$ cat config.mk
export PLATFORM = sky130hd
export DESIGN_NAME = pdmc_power_ctrl
export DESIGN_NICKNAME = d
export VERILOG_FILES = /design/src/pdmc_power_ctrl.v /design/src/pdmc_sync3.v /design/src/pdmc_down_count.v
export VERILOG_INCLUDE_DIRS = /design/src
export SDC_FILE = /design/constraint.sdc
export NUM_CORES = 1
export LEC_CHECK = 0
export ABC_AREA = 1
export BUFFER_PORTS_ARGS = -buffer_cell sky130_fd_sc_hd__buf_4
export CORE_MARGIN = 2
export CORE_UTILIZATION = 30
export DETAILED_ROUTE_END_ITERATION = 16
export PLACE_DENSITY_LB_ADDON = 0.25
export SLEW_MARGIN = 10
export SYNTH_ARGS = -nofsm -noshare
export SYNTH_HDL_FRONTEND = slang
export SYNTH_SLANG_ARGS = --single-unit
$ cat constraint.sdc
create_clock -name clock_i -period 2 [get_ports clock_i]
set_clock_uncertainty 0.2 [all_clocks]
set_input_delay 0.6 -clock clock_i [delete_from_list [all_inputs] [get_ports clock_i]]
set_output_delay 0.6 -clock clock_i [all_outputs]
set_load 0.01 [all_outputs]
$ cat src/pdmc_consts.vh
// register map, field positions, reset values and timing counts of the power-down controller
`ifndef PDMC_CONSTS_VH
`define PDMC_CONSTS_VH

// ********************************************************************
// register byte addresses
// ********************************************************************
`define PDMC_ADDR_TIMER_A_MODE      16'hFFA6
`define PDMC_ADDR_TIMER_A_COUNT     16'hFFA7
`define PDMC_ADDR_SYSTEM_CONTROL_ONE 16'hFFF0
`define PDMC_ADDR_SYSTEM_CONTROL_TWO 16'hFFF1
`define PDMC_ADDR_INTERRUPT_ENABLE_ONE 16'hFFF4
`define PDMC_ADDR_INTERRUPT_REQUEST_ONE 16'hFFF6

// ********************************************************************
// field positions
// ********************************************************************
`define PDMC_SOFT_STANDBY_SELECT   7
`define PDMC_STANDBY_WAIT_SEL_HI   6
`define PDMC_STANDBY_WAIT_SEL_LO   4
`define PDMC_SLEEP_KIND_SELECT     7
`define PDMC_LOW_SPEED_FLAG        6
`define PDMC_DIRECT_TRANSFER_FLAG  5
`define PDMC_ACTIVE_CLK_SEL_HI     4
`define PDMC_ACTIVE_CLK_SEL_LO     2
`define PDMC_SUB_CLK_SEL_HI        1
`define PDMC_SUB_CLK_SEL_LO        0
`define PDMC_DIRECT_IRQ_BIT        7
`define PDMC_TIMEBASE_IRQ_BIT      6
`define PDMC_EXT_IRQ_BIT           0

// ********************************************************************
// reset values and encodings
// ********************************************************************
`define PDMC_RST_TIMER_A_MODE      8'h00
`define PDMC_RST_SYSTEM_CONTROL_ONE 8'h00
`define PDMC_RST_SYSTEM_CONTROL_TWO 8'h00
`define PDMC_RST_INTERRUPT_ENABLE_ONE 8'h00
`define PDMC_RST_INTERRUPT_REQUEST_ONE 8'h00
`define PDMC_TIMER_A_TIMEBASE      8'h19
`define PDMC_OSC_UNDIVIDED         3'h3
`define PDMC_SUB_DIV8              2'h0
`define PDMC_IRQ_FLAG_MASK         8'hC1

// ********************************************************************
// timing counts
// ********************************************************************
`define PDMC_WAIT_BASE_STATES      24'h002000
`define PDMC_TIMEBASE_PRESCALE     8'h40

`endif

$ cat src/pdmc_power_ctrl.v
// power-down mode controller: sleep, subactive, direct transition and reset pin
`include "pdmc_consts.vh"
`default_nettype none


module pdmc_power_ctrl #(
    parameter [23:0] WAIT_BASE = `PDMC_WAIT_BASE_STATES
) (
    input  wire        clock_i,
    input  wire        rst_n_i,
    input  wire [15:0] reg_addr_i,
    input  wire [7:0]  reg_wdata_i,
    input  wire        reg_wr_i,
    input  wire        reg_rd_i,
    output reg  [7:0]  reg_rdata_o,
    input  wire        sleep_exec_i,
    input  wire        cpu_imask_i,
    input  wire        periph_irq_i,
    input  wire        ext_irq_i,
    input  wire        sub_clk_i,
    input  wire        reset_pin_n_i,
    output reg  [2:0]  power_mode_o,
    output wire        cpu_halt_o,
    output wire        cpu_sub_clock_o,
    output wire [2:0]  osc_clk_sel_o,
    output wire        osc_full_rate_o,
    output wire [1:0]  sub_clk_sel_o,
    output wire        sub_div8_o,
    output reg         irq_accept_o,
    output wire        irq_pending_o,
    output wire        chip_reset_o,
    output reg         reset_exc_o,
    output wire        wait_busy_o
);

    // ********************************************************************
    // mode states
    // ********************************************************************
    localparam [2:0] ST_ACTIVE    = 3'h0;
    localparam [2:0] ST_SLEEP     = 3'h1;
    localparam [2:0] ST_SUBACTIVE = 3'h2;
    localparam [2:0] ST_WAIT      = 3'h3;
    localparam [2:0] ST_RESET     = 3'h4;

    reg  [2:0]  state;
    reg  [2:0]  next_state;
    reg  [7:0]  timer_a_mode;
    reg  [7:0]  timer_a_count;
    reg  [7:0]  system_control_one;
    reg  [7:0]  system_control_two;
    reg  [7:0]  interrupt_enable_one;
    reg  [7:0]  interrupt_request_one;
    reg  [7:0]  next_request;
    reg  [7:0]  next_rdata;
    reg         sub_clk_prev;
    reg         reset_pin_prev;

    wire        reset_pin_sync;
    wire        ext_irq_sync;
    wire        sub_clk_sync;
    wire        sub_edge;
    wire        regs_rst_n;
    wire        soft_standby_select;
    wire        sleep_kind_select;
    wire        low_speed_flag;
    wire        direct_transfer_flag;
    wire [2:0]  standby_wait_sel;
    wire        enter_sleep;
    wire        enter_direct;
    wire        wake_req;
    wire        timebase_on;
    wire        prescale_zero;
    wire        timebase_tick;
    wire        timer_overflow;
    wire        wait_zero;
    wire        wait_load;
    wire [23:0] wait_len;
    wire        direct_done;
    wire        wr_mode;
    wire        wr_irq;

    // ********************************************************************
    // pin synchronisers
    // ********************************************************************
    // reset pin idles high so its chain starts high
    pdmc_sync3 #(
        .INIT (1'b1)
    ) u_sync_reset (
        .clock_i (clock_i),
        .rst_n_i (rst_n_i),
        .async_i (reset_pin_n_i),
        .sync_o  (reset_pin_sync)
    );

    pdmc_sync3 #(
        .INIT (1'b0)
    ) u_sync_ext (
        .clock_i (clock_i),
        .rst_n_i (rst_n_i),
        .async_i (ext_irq_i),
        .sync_o  (ext_irq_sync)
    );

    pdmc_sync3 #(
        .INIT (1'b0)
    ) u_sync_sub (
        .clock_i (clock_i),
        .rst_n_i (rst_n_i),
        .async_i (sub_clk_i),
        .sync_o  (sub_clk_sync)
    );

    // edge history of the settled pin levels
    always @(posedge clock_i) begin
        if (!rst_n_i) begin
            sub_clk_prev   <= 1'b0;
            reset_pin_prev <= 1'b1;
        end else begin
            sub_clk_prev   <= sub_clk_sync;
            reset_pin_prev <= reset_pin_sync;
        end
    end

    assign sub_edge   = sub_clk_sync & ~sub_clk_prev;
    // registers also clear while the reset pin is low
    assign regs_rst_n = rst_n_i & reset_pin_sync;

    // ********************************************************************
    // control fields
    // ********************************************************************
    assign soft_standby_select  = system_control_one[`PDMC_SOFT_STANDBY_SELECT];
    assign standby_wait_sel     = system_control_one[`PDMC_STANDBY_WAIT_SEL_HI:
                                                     `PDMC_STANDBY_WAIT_SEL_LO];
    assign sleep_kind_select    = system_control_two[`PDMC_SLEEP_KIND_SELECT];
    assign low_speed_flag       = system_control_two[`PDMC_LOW_SPEED_FLAG];
    assign direct_transfer_flag = system_control_two[`PDMC_DIRECT_TRANSFER_FLAG];

    // sleep from active: standby and sleep kind clear, no direct flag
    assign enter_sleep  = sleep_exec_i & (state == ST_ACTIVE)
                        & ~soft_standby_select & ~sleep_kind_select
                        & ~direct_transfer_flag;
    // direct hop: standby and sleep kind do not matter here
    assign enter_direct = sleep_exec_i & (state == ST_SUBACTIVE)
                        & ~low_speed_flag & direct_transfer_flag;

    // ********************************************************************
    // interrupt requests
    // ********************************************************************
    // a masked cpu or a disabled source leaves sleep in place
    assign irq_pending_o = periph_irq_i
                         | (|(interrupt_request_one & interrupt_enable_one
                              & `PDMC_IRQ_FLAG_MASK));
    assign wake_req      = ~cpu_imask_i & irq_pending_o;

    assign wr_irq = reg_wr_i & (reg_addr_i == `PDMC_ADDR_INTERRUPT_REQUEST_ONE);

    // request flags: hardware set beats a software write of zero
    always @* begin
        next_request = interrupt_request_one;
        if (wr_irq) begin
            next_request = interrupt_request_one & reg_wdata_i;
        end
        if (direct_done) begin
            next_request[`PDMC_DIRECT_IRQ_BIT] = 1'b1;
        end
        if (timer_overflow) begin
            next_request[`PDMC_TIMEBASE_IRQ_BIT] = 1'b1;
        end
        if (ext_irq_sync) begin
            next_request[`PDMC_EXT_IRQ_BIT] = 1'b1;
        end
        next_request = next_request & `PDMC_IRQ_FLAG_MASK;
    end

    // ********************************************************************
    // timer a time base
    // ********************************************************************
    // sub-clock edges are prescaled into the counter tick
    assign timebase_on   = (timer_a_mode == `PDMC_TIMER_A_TIMEBASE);
    assign wr_mode       = reg_wr_i & (reg_addr_i == `PDMC_ADDR_TIMER_A_MODE);
    assign timebase_tick = timebase_on & sub_edge & prescale_zero;
    assign timer_overflow = timebase_tick & (timer_a_count == 8'hFF);

    pdmc_down_count #(
        .W (8)
    ) u_prescale (
        .clock_i    (clock_i),
        .rst_n_i    (regs_rst_n),
        .load_i     (wr_mode | timebase_tick),
        .load_val_i (`PDMC_TIMEBASE_PRESCALE - 8'h01),
        .dec_i      (timebase_on & sub_edge),
        .count_o    (),
        .zero_o     (prescale_zero)
    );

    // eight-bit up-counter, overflow raises the timer request
    always @(posedge clock_i) begin
        if (!regs_rst_n) begin
            timer_a_count <= 8'h00;
        end else if (wr_mode) begin
            timer_a_count <= 8'h00;
        end else if (timebase_tick) begin
            timer_a_count <= timer_a_count + 8'h01;
        end
    end

    // ********************************************************************
    // standby wait timer
    // ********************************************************************
    // field value n gives base times two to the n states
    assign wait_len  = WAIT_BASE << standby_wait_sel;
    assign wait_load = enter_direct;

    pdmc_down_count #(
        .W (24)
    ) u_wait (
        .clock_i    (clock_i),
        .rst_n_i    (regs_rst_n),
        .load_i     (wait_load),
        .load_val_i (wait_len - 24'h000001),
        .dec_i      (state == ST_WAIT),
        .count_o    (),
        .zero_o     (wait_zero)
    );

    assign direct_done = (state == ST_WAIT) & wait_zero;
    assign wait_busy_o = (state == ST_WAIT);

    // ********************************************************************
    // mode sequencer
    // ********************************************************************
    // next mode from present mode, sleep command and wake requests
    always @* begin
        next_state = state;
        case (state)
            ST_ACTIVE: begin
                if (enter_sleep) begin
                    next_state = ST_SLEEP;
                end
            end
            ST_SLEEP: begin
                if (wake_req) begin
                    // resume speed follows the low speed flag
                    next_state = low_speed_flag ? ST_SUBACTIVE : ST_ACTIVE;
                end
            end
            ST_SUBACTIVE: begin
                if (enter_direct) begin
                    next_state = ST_WAIT;
                end
            end
            ST_WAIT: begin
                if (wait_zero) begin
                    next_state = ST_ACTIVE;
                end
            end
            ST_RESET: begin
                next_state = ST_ACTIVE;
            end
            default: begin
                next_state = ST_ACTIVE;
            end
        endcase
    end

    // pin low forces reset and cancels any sleep
    always @(posedge clock_i) begin
        if (!rst_n_i) begin
            state <= ST_RESET;
        end else if (!reset_pin_sync) begin
            state <= ST_RESET;
        end else begin
            state <= next_state;
        end
    end

    // wake handshake and reset exception strobes
    always @(posedge clock_i) begin
        if (!rst_n_i) begin
            irq_accept_o <= 1'b0;
            reset_exc_o  <= 1'b0;
            power_mode_o <= ST_RESET;
        end else begin
            irq_accept_o <= (state == ST_SLEEP) & wake_req & reset_pin_sync;
            reset_exc_o  <= reset_pin_sync & ~reset_pin_prev;
            power_mode_o <= reset_pin_sync ? next_state : ST_RESET;
        end
    end

    // ********************************************************************
    // clock and halt outputs
    // ********************************************************************
    // peripherals keep their clock choice while the cpu is halted in sleep or wait
    assign cpu_halt_o      = (state == ST_SLEEP) | (state == ST_WAIT)
                           | (state == ST_RESET);
    assign chip_reset_o    = (state == ST_RESET);
    assign cpu_sub_clock_o = (state == ST_SUBACTIVE);
    assign osc_clk_sel_o   = system_control_two[`PDMC_ACTIVE_CLK_SEL_HI:
                                                `PDMC_ACTIVE_CLK_SEL_LO];
    assign osc_full_rate_o = (osc_clk_sel_o == `PDMC_OSC_UNDIVIDED);
    assign sub_clk_sel_o   = system_control_two[`PDMC_SUB_CLK_SEL_HI:
                                                `PDMC_SUB_CLK_SEL_LO];
    assign sub_div8_o      = (sub_clk_sel_o == `PDMC_SUB_DIV8);

    // ********************************************************************
    // register writes
    // ********************************************************************
    // control registers written by software
    always @(posedge clock_i) begin
        if (!regs_rst_n) begin
            timer_a_mode          <= `PDMC_RST_TIMER_A_MODE;
            system_control_one    <= `PDMC_RST_SYSTEM_CONTROL_ONE;
            system_control_two    <= `PDMC_RST_SYSTEM_CONTROL_TWO;
            interrupt_enable_one  <= `PDMC_RST_INTERRUPT_ENABLE_ONE;
            interrupt_request_one <= `PDMC_RST_INTERRUPT_REQUEST_ONE;
        end else begin
            interrupt_request_one <= next_request;
            if (wr_mode) begin
                timer_a_mode <= reg_wdata_i;
            end
            if (reg_wr_i && (reg_addr_i == `PDMC_ADDR_SYSTEM_CONTROL_ONE)) begin
                system_control_one <= reg_wdata_i;
            end
            if (reg_wr_i && (reg_addr_i == `PDMC_ADDR_SYSTEM_CONTROL_TWO)) begin
                system_control_two <= reg_wdata_i;
            end
            if (reg_wr_i && (reg_addr_i == `PDMC_ADDR_INTERRUPT_ENABLE_ONE)) begin
                interrupt_enable_one <= reg_wdata_i;
            end
        end
    end

    // ********************************************************************
    // register reads
    // ********************************************************************
    // read mux, unmapped addresses answer zero
    always @* begin
        next_rdata = 8'h00;
        if (reg_rd_i) begin
            case (reg_addr_i)
                `PDMC_ADDR_TIMER_A_MODE:          next_rdata = timer_a_mode;
                `PDMC_ADDR_TIMER_A_COUNT:         next_rdata = timer_a_count;
                `PDMC_ADDR_SYSTEM_CONTROL_ONE:    next_rdata = system_control_one;
                `PDMC_ADDR_SYSTEM_CONTROL_TWO:    next_rdata = system_control_two;
                `PDMC_ADDR_INTERRUPT_ENABLE_ONE:  next_rdata = interrupt_enable_one;
                `PDMC_ADDR_INTERRUPT_REQUEST_ONE: next_rdata = interrupt_request_one;
                default:                          next_rdata = 8'h00;
            endcase
        end
    end

    // read data stands one cycle after the strobe only
    always @(posedge clock_i) begin
        if (!rst_n_i) begin
            reg_rdata_o <= 8'h00;
        end else begin
            reg_rdata_o <= next_rdata;
        end
    end

endmodule // pdmc_power_ctrl

`default_nettype wire

$ cat src/pdmc_sync3.v
// three-stage synchroniser that passes a change once stages two and three agree
`default_nettype none

module pdmc_sync3 #(
    parameter [0:0] INIT = 1'b0
) (
    input  wire clock_i,
    input  wire rst_n_i,
    input  wire async_i,
    output reg  sync_o
);

    reg stage_one;
    reg stage_two;
    reg stage_three;

    // ********************************************************************
    // synchroniser chain
    // ********************************************************************
    // stage one is read only by stage two
    always @(posedge clock_i) begin
        if (!rst_n_i) begin
            stage_one   <= INIT;
            stage_two   <= INIT;
            stage_three <= INIT;
            sync_o      <= INIT;
        end else begin
            stage_one   <= async_i;
            stage_two   <= stage_one;
            stage_three <= stage_two;
            if (stage_two == stage_three) begin
                sync_o <= stage_three; // change counts once both agree
            end
        end
    end

endmodule // pdmc_sync3

`default_nettype wire

$ cat src/pdmc_down_count.v
// loadable down-counter with a zero flag
`default_nettype none

module pdmc_down_count #(
    parameter W = 24
) (
    input  wire         clock_i,
    input  wire         rst_n_i,
    input  wire         load_i,
    input  wire [W-1:0] load_val_i,
    input  wire         dec_i,
    output reg  [W-1:0] count_o,
    output wire         zero_o
);

    // ********************************************************************
    // counter
    // ********************************************************************
    // load has priority over decrement; count stops at zero
    always @(posedge clock_i) begin
        if (!rst_n_i) begin
            count_o <= {W{1'b0}};
        end else if (load_i) begin
            count_o <= load_val_i;
        end else if (dec_i && (count_o != {W{1'b0}})) begin
            count_o <= count_o - {{(W-1){1'b0}}, 1'b1};
        end
    end

    assign zero_o = (count_o == {W{1'b0}});

endmodule // pdmc_down_count

`default_nettype wire

==> flow_summary.toml, run 1 <==
[synth]
edff_count_synth = 0
syn-mean-instance-area_um2 = 7.002
yosysTopAreaCellShare_pct = 37.15
synth.cell_area_mm2 = 0.005497
synth.yosys.seq_area_share_pct = 37.15
synth.largest_area_cell = "sky130_fd_sc_hd__dfxtp_1"
synth.lib_cells_used.distinct = 51
number_of_synthesized_register_bits = 102
synth_async_sr_flop_share_pct = 0
post_synth_main_area_contributors = "sky130_fd_sc_hd__dfxtp_1 37%, sky130_fd_sc_hd__nand2_1 9.0%, sky130_fd_sc_hd__inv_1 7.4%"
synth_ff_type = "sky130_fd_sc_hd__dfxtp_1"
yosys_warning_count = 0
postSynthCellCount = 785
synth_nets = 823

[layout]
post_route_cells_drive_above_1_share_pct = 35.59
finished_core_util_pct = 44.02
postLayoutCellArea_mm2 = 0.007908
areaGrowthSynthToFinish_pct = 43.87
final_nets = 991
most_common_library_cell_in_the_layout_ignoring_fill_and_taps = "sky130_fd_sc_hd__buf_4"
layout.cells.most_common_list = "157 x sky130_fd_sc_hd__buf_4, 103 x sky130_fd_sc_hd__inv_1, 103 x sky130_fd_sc_hd__nand2_1"
final-instance-count-excl-fill = 1187
number_of_inserted_diodes = 0

[placed_design]
dp_hpwl_mm = 12.00
gp_congestion = 0.8301
placement.cell_area_mm2 = 0.006842
placement.io_buffers = 58
place_inst = 1142

[worst_setup_path]
crit_arrival_ns = 1.41
cp_top_family = "flip-flops"
critPathBufInv = 1
cpMaxStageDelayCell = "sky130_fd_sc_hd__dfxtp_2"
slowest_delay_ns = 0.33
timing.critical_path.from_type = "flop"
critical_path.max_fanout = 2
critical_path.endpoint_type = "primary output"
timing.critical_path.cells = "a22o_4 -> or3_1 -> buf_4"
critical_path_class = "reg -> out"
cp.required_ns = 1.20

[routing]
num_vias = 5585
antenna_left = 0
post_detailed_route_via_to_cell_ratio = 4.705
drt_first_iter_violations = 289
postRouteWirelength_mm = 16.57
dr.pass1.iters = 5
drc_markers = 0
detail_route.wl_per_cell_um = 13.96

[timing]
achievable-frequency_mhz = 453.4
period_minus_slack_ns = 2.205
min_period_over_period_pct = 110.3
timing.final.max_slew_violations = 0
finalHoldViolations = 0
timing.max_slew.rel_slack_pct = 73.86
setup_viol = 6
timing.setup.tns_ns = -0.4061
post-route-worst-setup-slack_ns = -0.2054
rsz_0062_raised_after_global_routing = "yes"
worst_pin_slew_ns = 0.3887

[clock_tree]
tritoncts.num_buffers = 9
cts.reportedPaths.clkPinSlew_ns = 0.07
worst_skew_pair.late_latency_ns = 0.35
cts-htree-levels = 3
clock-sinks = 102
maximum_root_to_sink_buffer_count = 2
tritoncts_clock_tree = "yes"
clock-root-buffer = "sky130_fd_sc_hd__clkbuf_16"
holdBufCountCts = 0

[floorplanning]
io_pins = 59
die_area_mm2 = 0.01942
die_x_um = 139.4
chipHeight_um = 139.4
core.rowCount = 49
starting_density_pct = 30.60
core_mm2 = 0.01796

[flow_run]
cap_viol_max_count = 0

[grt]
grt_use_total_pct = 16.38
antenna_violations_before_repair = 0
grt_overflow_total = 0
grt_max_degree = 41
grt_pass1_wl_mm = 25.45
first_global_vias = 5148

[power_and_ir_drop]
power.density_cell_area_mw_per_mm2 = 536.5
leakagePower_nw = 3.608
vdd.ir_drop.worst_mv = 0.4826
power_w = 0.004243

[status]
failed_checks = "setup timing"
status = "complete, but fails checks"

[worst_hold_path]
worst_hold_path_type = "reg -> reg"
## cells by family after synthesis
family,after synthesis,synth area share [%]
xor+xnor,9,1.434
buf+inv,142,11.04
fa+ha+maj,4,0.9106
compound gates,153,15.93
flops,102,37.15
simple gates,375,33.53
## report_power, final
part	total (W)	internal, W	switching [W]	leakage (nW)
logic	0.000346	0.000163	0.000183	2.64
registers	0.00206	0.00205	0.0000128	0.828
clock network	0.00184	0.000991	0.000846	0.140
## final cells by class
class | count | area [µm²]
fillers | 1835 | 10060
multi-input cells | 542 | 3341
flip-flops and latches | 102 | 2056
repair buffers | 181 | 1475
inverters | 117 | 449.2
well taps | 229 | 286.5
clock buffers | 11 | 232.7
clock inverters | 5 | 67.56
## registers in the layout, summed over array words and instances, names as in the netlist, 3 cells and up
name                   cells
power_mode_o               3
interrupt_request_one      3
reg_rdata_o                8
u_wait.count_o            24
system_control_two         8
timer_a_mode               8
system_control_one         8
interrupt_enable_one       8
timer_a_count              8
u_prescale.count_o         8
## path summary, 6_finish.rpt
path	end	from	slack [ns]	cells past startpoint
setup / recovery	irq_pending_o	interrupt_request_one[7]	-0.21	3
hold / removal	reset_exc_o	reset_pin_prev	0.20	1
setup reg to reg	u_wait.count_o[17]	power_mode_o[0]	-0.05	16
hold reg to reg	reset_exc_o	reset_pin_prev	0.20	1
## cells in the mapped netlist, types with 3 or more instances
library cell,n
sky130_fd_sc_hd__dfxtp_1,102
sky130_fd_sc_hd__o2111ai_1,3
sky130_fd_sc_hd__inv_2,7
sky130_fd_sc_hd__o211ai_1,4
sky130_fd_sc_hd__o21ai_1,3
sky130_fd_sc_hd__nor4_1,3
sky130_fd_sc_hd__nor2_8,3
sky130_fd_sc_hd__xor2_1,5
sky130_fd_sc_hd__nand2_1,132
sky130_fd_sc_hd__o21ai_4,3
sky130_fd_sc_hd__nor2_1,88
sky130_fd_sc_hd__nand2_4,4
sky130_fd_sc_hd__buf_4,6
sky130_fd_sc_hd__ha_1,4
sky130_fd_sc_hd__nand2_2,16
sky130_fd_sc_hd__a21oi_1,55
sky130_fd_sc_hd__nand4_1,26
sky130_fd_sc_hd__clkbuf_1,9
sky130_fd_sc_hd__nor2_4,3
sky130_fd_sc_hd__nor2_2,11
sky130_fd_sc_hd__nor3_1,16
sky130_fd_sc_hd__buf_2,4
sky130_fd_sc_hd__o21ai_2,5
sky130_fd_sc_hd__inv_1,109
sky130_fd_sc_hd__o21ai_0,68
sky130_fd_sc_hd__nor3b_1,3
sky130_fd_sc_hd__xnor2_1,4
sky130_fd_sc_hd__nand3_1,57
## per-layer routing
metal	global-route usage, %	part of all wire (%)	vias to the layer above
li1	-	-	2905
met2	25.49	46	87
met1	22.65	48	2570
met3	3.063	3.6	23
met5	0	0	-
met4	6.007	2.1	0
## metrics by stage
step,hold slack (ns),worst slack (ns)
detailed placement,0.1859,-0.3208
global placement,0.1820,-0.2891
global route,0.2045,-0.2398
finish,0.1968,-0.2054
floorplan,0.1682,0.001921
CTS,0.1948,-0.2113
## timing repair
action	4_1_cts	5_1_grt
pin swaps	5	49
cloned	1	0
setup buffers	3	26
endpoints found under the setup margin	12	37
gates resized for setup	18	133
(Power assumes the default switching activity.)
==> run 2, diff against run 1 <==
--- a/config.mk
+++ b/config.mk
@@ -11,7 +11,8 @@
 export CORE_MARGIN = 2
 export CORE_UTILIZATION = 30
 export DETAILED_ROUTE_END_ITERATION = 16
-export PLACE_DENSITY_LB_ADDON = 0.25
+export MAX_ROUTING_LAYER = met4
+export PLACE_DENSITY_LB_ADDON = 0.2
 export SLEW_MARGIN = 10
 export SYNTH_ARGS = -nofsm -noshare
 export SYNTH_HDL_FRONTEND = slang
==> run 2 against run 1 <==
The flow still finishes with violations (setup timing). Via count increased by 2.2%. Final cell count increased by 1.5%. Global-route usage increased by 1.3 points. First-iteration DRC count increased by 49%. Setup slack improved by 0.022 ns. Cell area increased by 4.6%. Clock power increased by 4%. Wire length increased by 6.0%. Total power increased by 2.2%. Critical path depth unchanged. Sequential share of layout area decreased by 1.1 points. Sequential power about the same. Critical path type unchanged. Critical endpoint unchanged.
==> flow_summary.toml, run 2 (synthesized netlist as in run 1, its figures left out) <==
[grt]
grt_max_degree = 34
first_global_vias = 5299
antenna_violations_before_repair = 0
grt_use_total_pct = 17.68
grt_pass1_wl_mm = 26.79
grt_overflow_total = 0

[timing]
timing.final.max_slew_violations = 0
timing.setup.tns_ns = -0.7902
finalHoldViolations = 0
post-route-worst-setup-slack_ns = -0.1837
setup_viol = 14
period_minus_slack_ns = 2.184
min_period_over_period_pct = 109.2
worst_pin_slew_ns = 0.4833
final.hold.worst_slack_ns = 0.1867
rsz_0062_raised_after_global_routing = "yes"
achievable-frequency_mhz = 457.9
timing.max_slew.rel_slack_pct = 67.50

[power_and_ir_drop]
netSwitchingPower_w = 0.001009
power.internal_w = 0.003326
power_w = 0.004335
leakagePower_nw = 3.797
power_frac_clock_pct = 43.9
power.share.switching_pct = 23.29
seqPwrFrac_pct = 47.6
vdd.ir_drop.worst_mv = 0.4243
combinationalPowerShare_pct = 8.5
power.density_cell_area_mw_per_mm2 = 524.2

[routing]
post_detailed_route_via_to_cell_ratio = 4.738
postRouteWirelength_mm = 17.57
num_vias = 5709
drc_markers = 0
antenna_left = 0
detail_route.wl_per_cell_um = 14.58
dr.pass1.iters = 5
drt_first_iter_violations = 431

[worst_hold_path]
worst_hold_path_type = "reg -> reg"
whs_path_depth = 1

[clock_tree]
cts-htree-levels = 3
tritoncts.num_buffers = 9
worst_skew_pair.late_latency_ns = 0.35
maximum_root_to_sink_buffer_count = 2
tritoncts_clock_tree = "yes"
clock-sinks = 102
clock-root-buffer = "sky130_fd_sc_hd__clkbuf_16"
cts.reportedPaths.clkPinSlew_ns = 0.06
holdBufCountCts = 0

[layout]
fillCellCount = 1798
register_area_mm2 = 0.002057
register_ranked_first_by_flip_flop_count = "u_wait.count_o"
post_route_cells_drive_above_1_share_pct = 38.63
final-instance-count-excl-fill = 1205
largest_reg_flops = 24
layout.cells.most_common_list = "157 x sky130_fd_sc_hd__buf_4, 104 x sky130_fd_sc_hd__nand2_1, 99 x sky130_fd_sc_hd__inv_1"
area_used_by_multi_input_combinational_logic_mm2 = 0.003490
final_nets = 1009
most_common_library_cell_in_the_layout_ignoring_fill_and_taps = "sky130_fd_sc_hd__buf_4"
number_of_inserted_diodes = 0
areaGrowthSynthToFinish_pct = 50.44

[worst_setup_path]
r2r.worst_path.cells = 13
critical_path.max_fanout = 3
timing.critical_path.from_type = "flop"
critical_path.endpoint_type = "primary output"
critical_path_class = "reg -> out"
cp.required_ns = 1.20
crit_arrival_ns = 1.38

[status]
failed_checks = "setup timing"
status = "complete, but fails checks"

[floorplanning]
die_x_um = 139.4
io_pins = 59
core.rowCount = 49
chipHeight_um = 139.4
die_area_mm2 = 0.01942
core_mm2 = 0.01796
starting_density_pct = 30.60

[placed_design]
dp_worst_setup_slack_ns = -0.3605
dp_hpwl_mm = 12.31
place_inst = 1152
placement.io_buffers = 58
gp_congestion = 0.8673

[flow_run]
cap_viol_max_count = 0
## run 2: power groups by stage
stage	logic (W)	clock network, W	registers (W)
floorplan	0.000108	0	0.00211
global placement	0.000303	0	0.00210
detailed placement	0.000303	0	0.00210
CTS	0.000337	0.00196	0.00206
global route	0.000400	0.00204	0.00206
finish	0.000368	0.00191	0.00206
## run 2: what timing repair did
| action | CTS | global route |
|---|---|---|
| endpoints found under the setup margin | 15 | 48 |
| pin swaps | 9 | 70 |
| gates cloned | 2 | 1 |
| resized for setup | 28 | 173 |
| setup buffers | 8 | 28 |
## run 2: final cells by class
class,instances,share of cell area (%)
Clock buffer,11,2.814
Multi-Input combinational cell,544,42.20
Clock inverter,5,0.9986
Tap cell,229,3.465
Inverter,117,5.432
Sequential cell,102,24.88
Timing Repair Buffer,197,20.21
## run 2: layer usage
layer / GRT usage, % / part of all wire (%) / vias up
li1: - / - / 2936
met1: 23.32 / 48 / 2644
met2: 28.07 / 47 / 112
met3: 3.200 / 3.8 / 17
met4: 4.519 / 1.3 / 0
met5: - / 0 / -
## run 2: worst paths after layout
check | end | from | slack, ns
min | reset_exc_o | reset_pin_prev | 0.19
min reg2reg | reset_exc_o | reset_pin_prev | 0.19
max | irq_pending_o | interrupt_enable_one[6] | -0.18
max reg2reg | u_wait.count_o[17] | system_control_two[6] | -0.08
## run 2: worst max-delay path, stage by stage, from the launching register on
cell and delay, ns:
sky130_fd_sc_hd__dfxtp_1 0.34, sky130_fd_sc_hd__a22o_1 0.24, sky130_fd_sc_hd__or3_1 0.33, sky130_fd_sc_hd__buf_6 0.13
## run 2: per-stage QoR
stage	cell area, µm²	util [%]
after CTS	7407	41.23
after global placement	6917	38.50
after global routing	8269	46.03
final	8269	46.03
after detailed placement	6917	38.50
after floorplan	5537	-
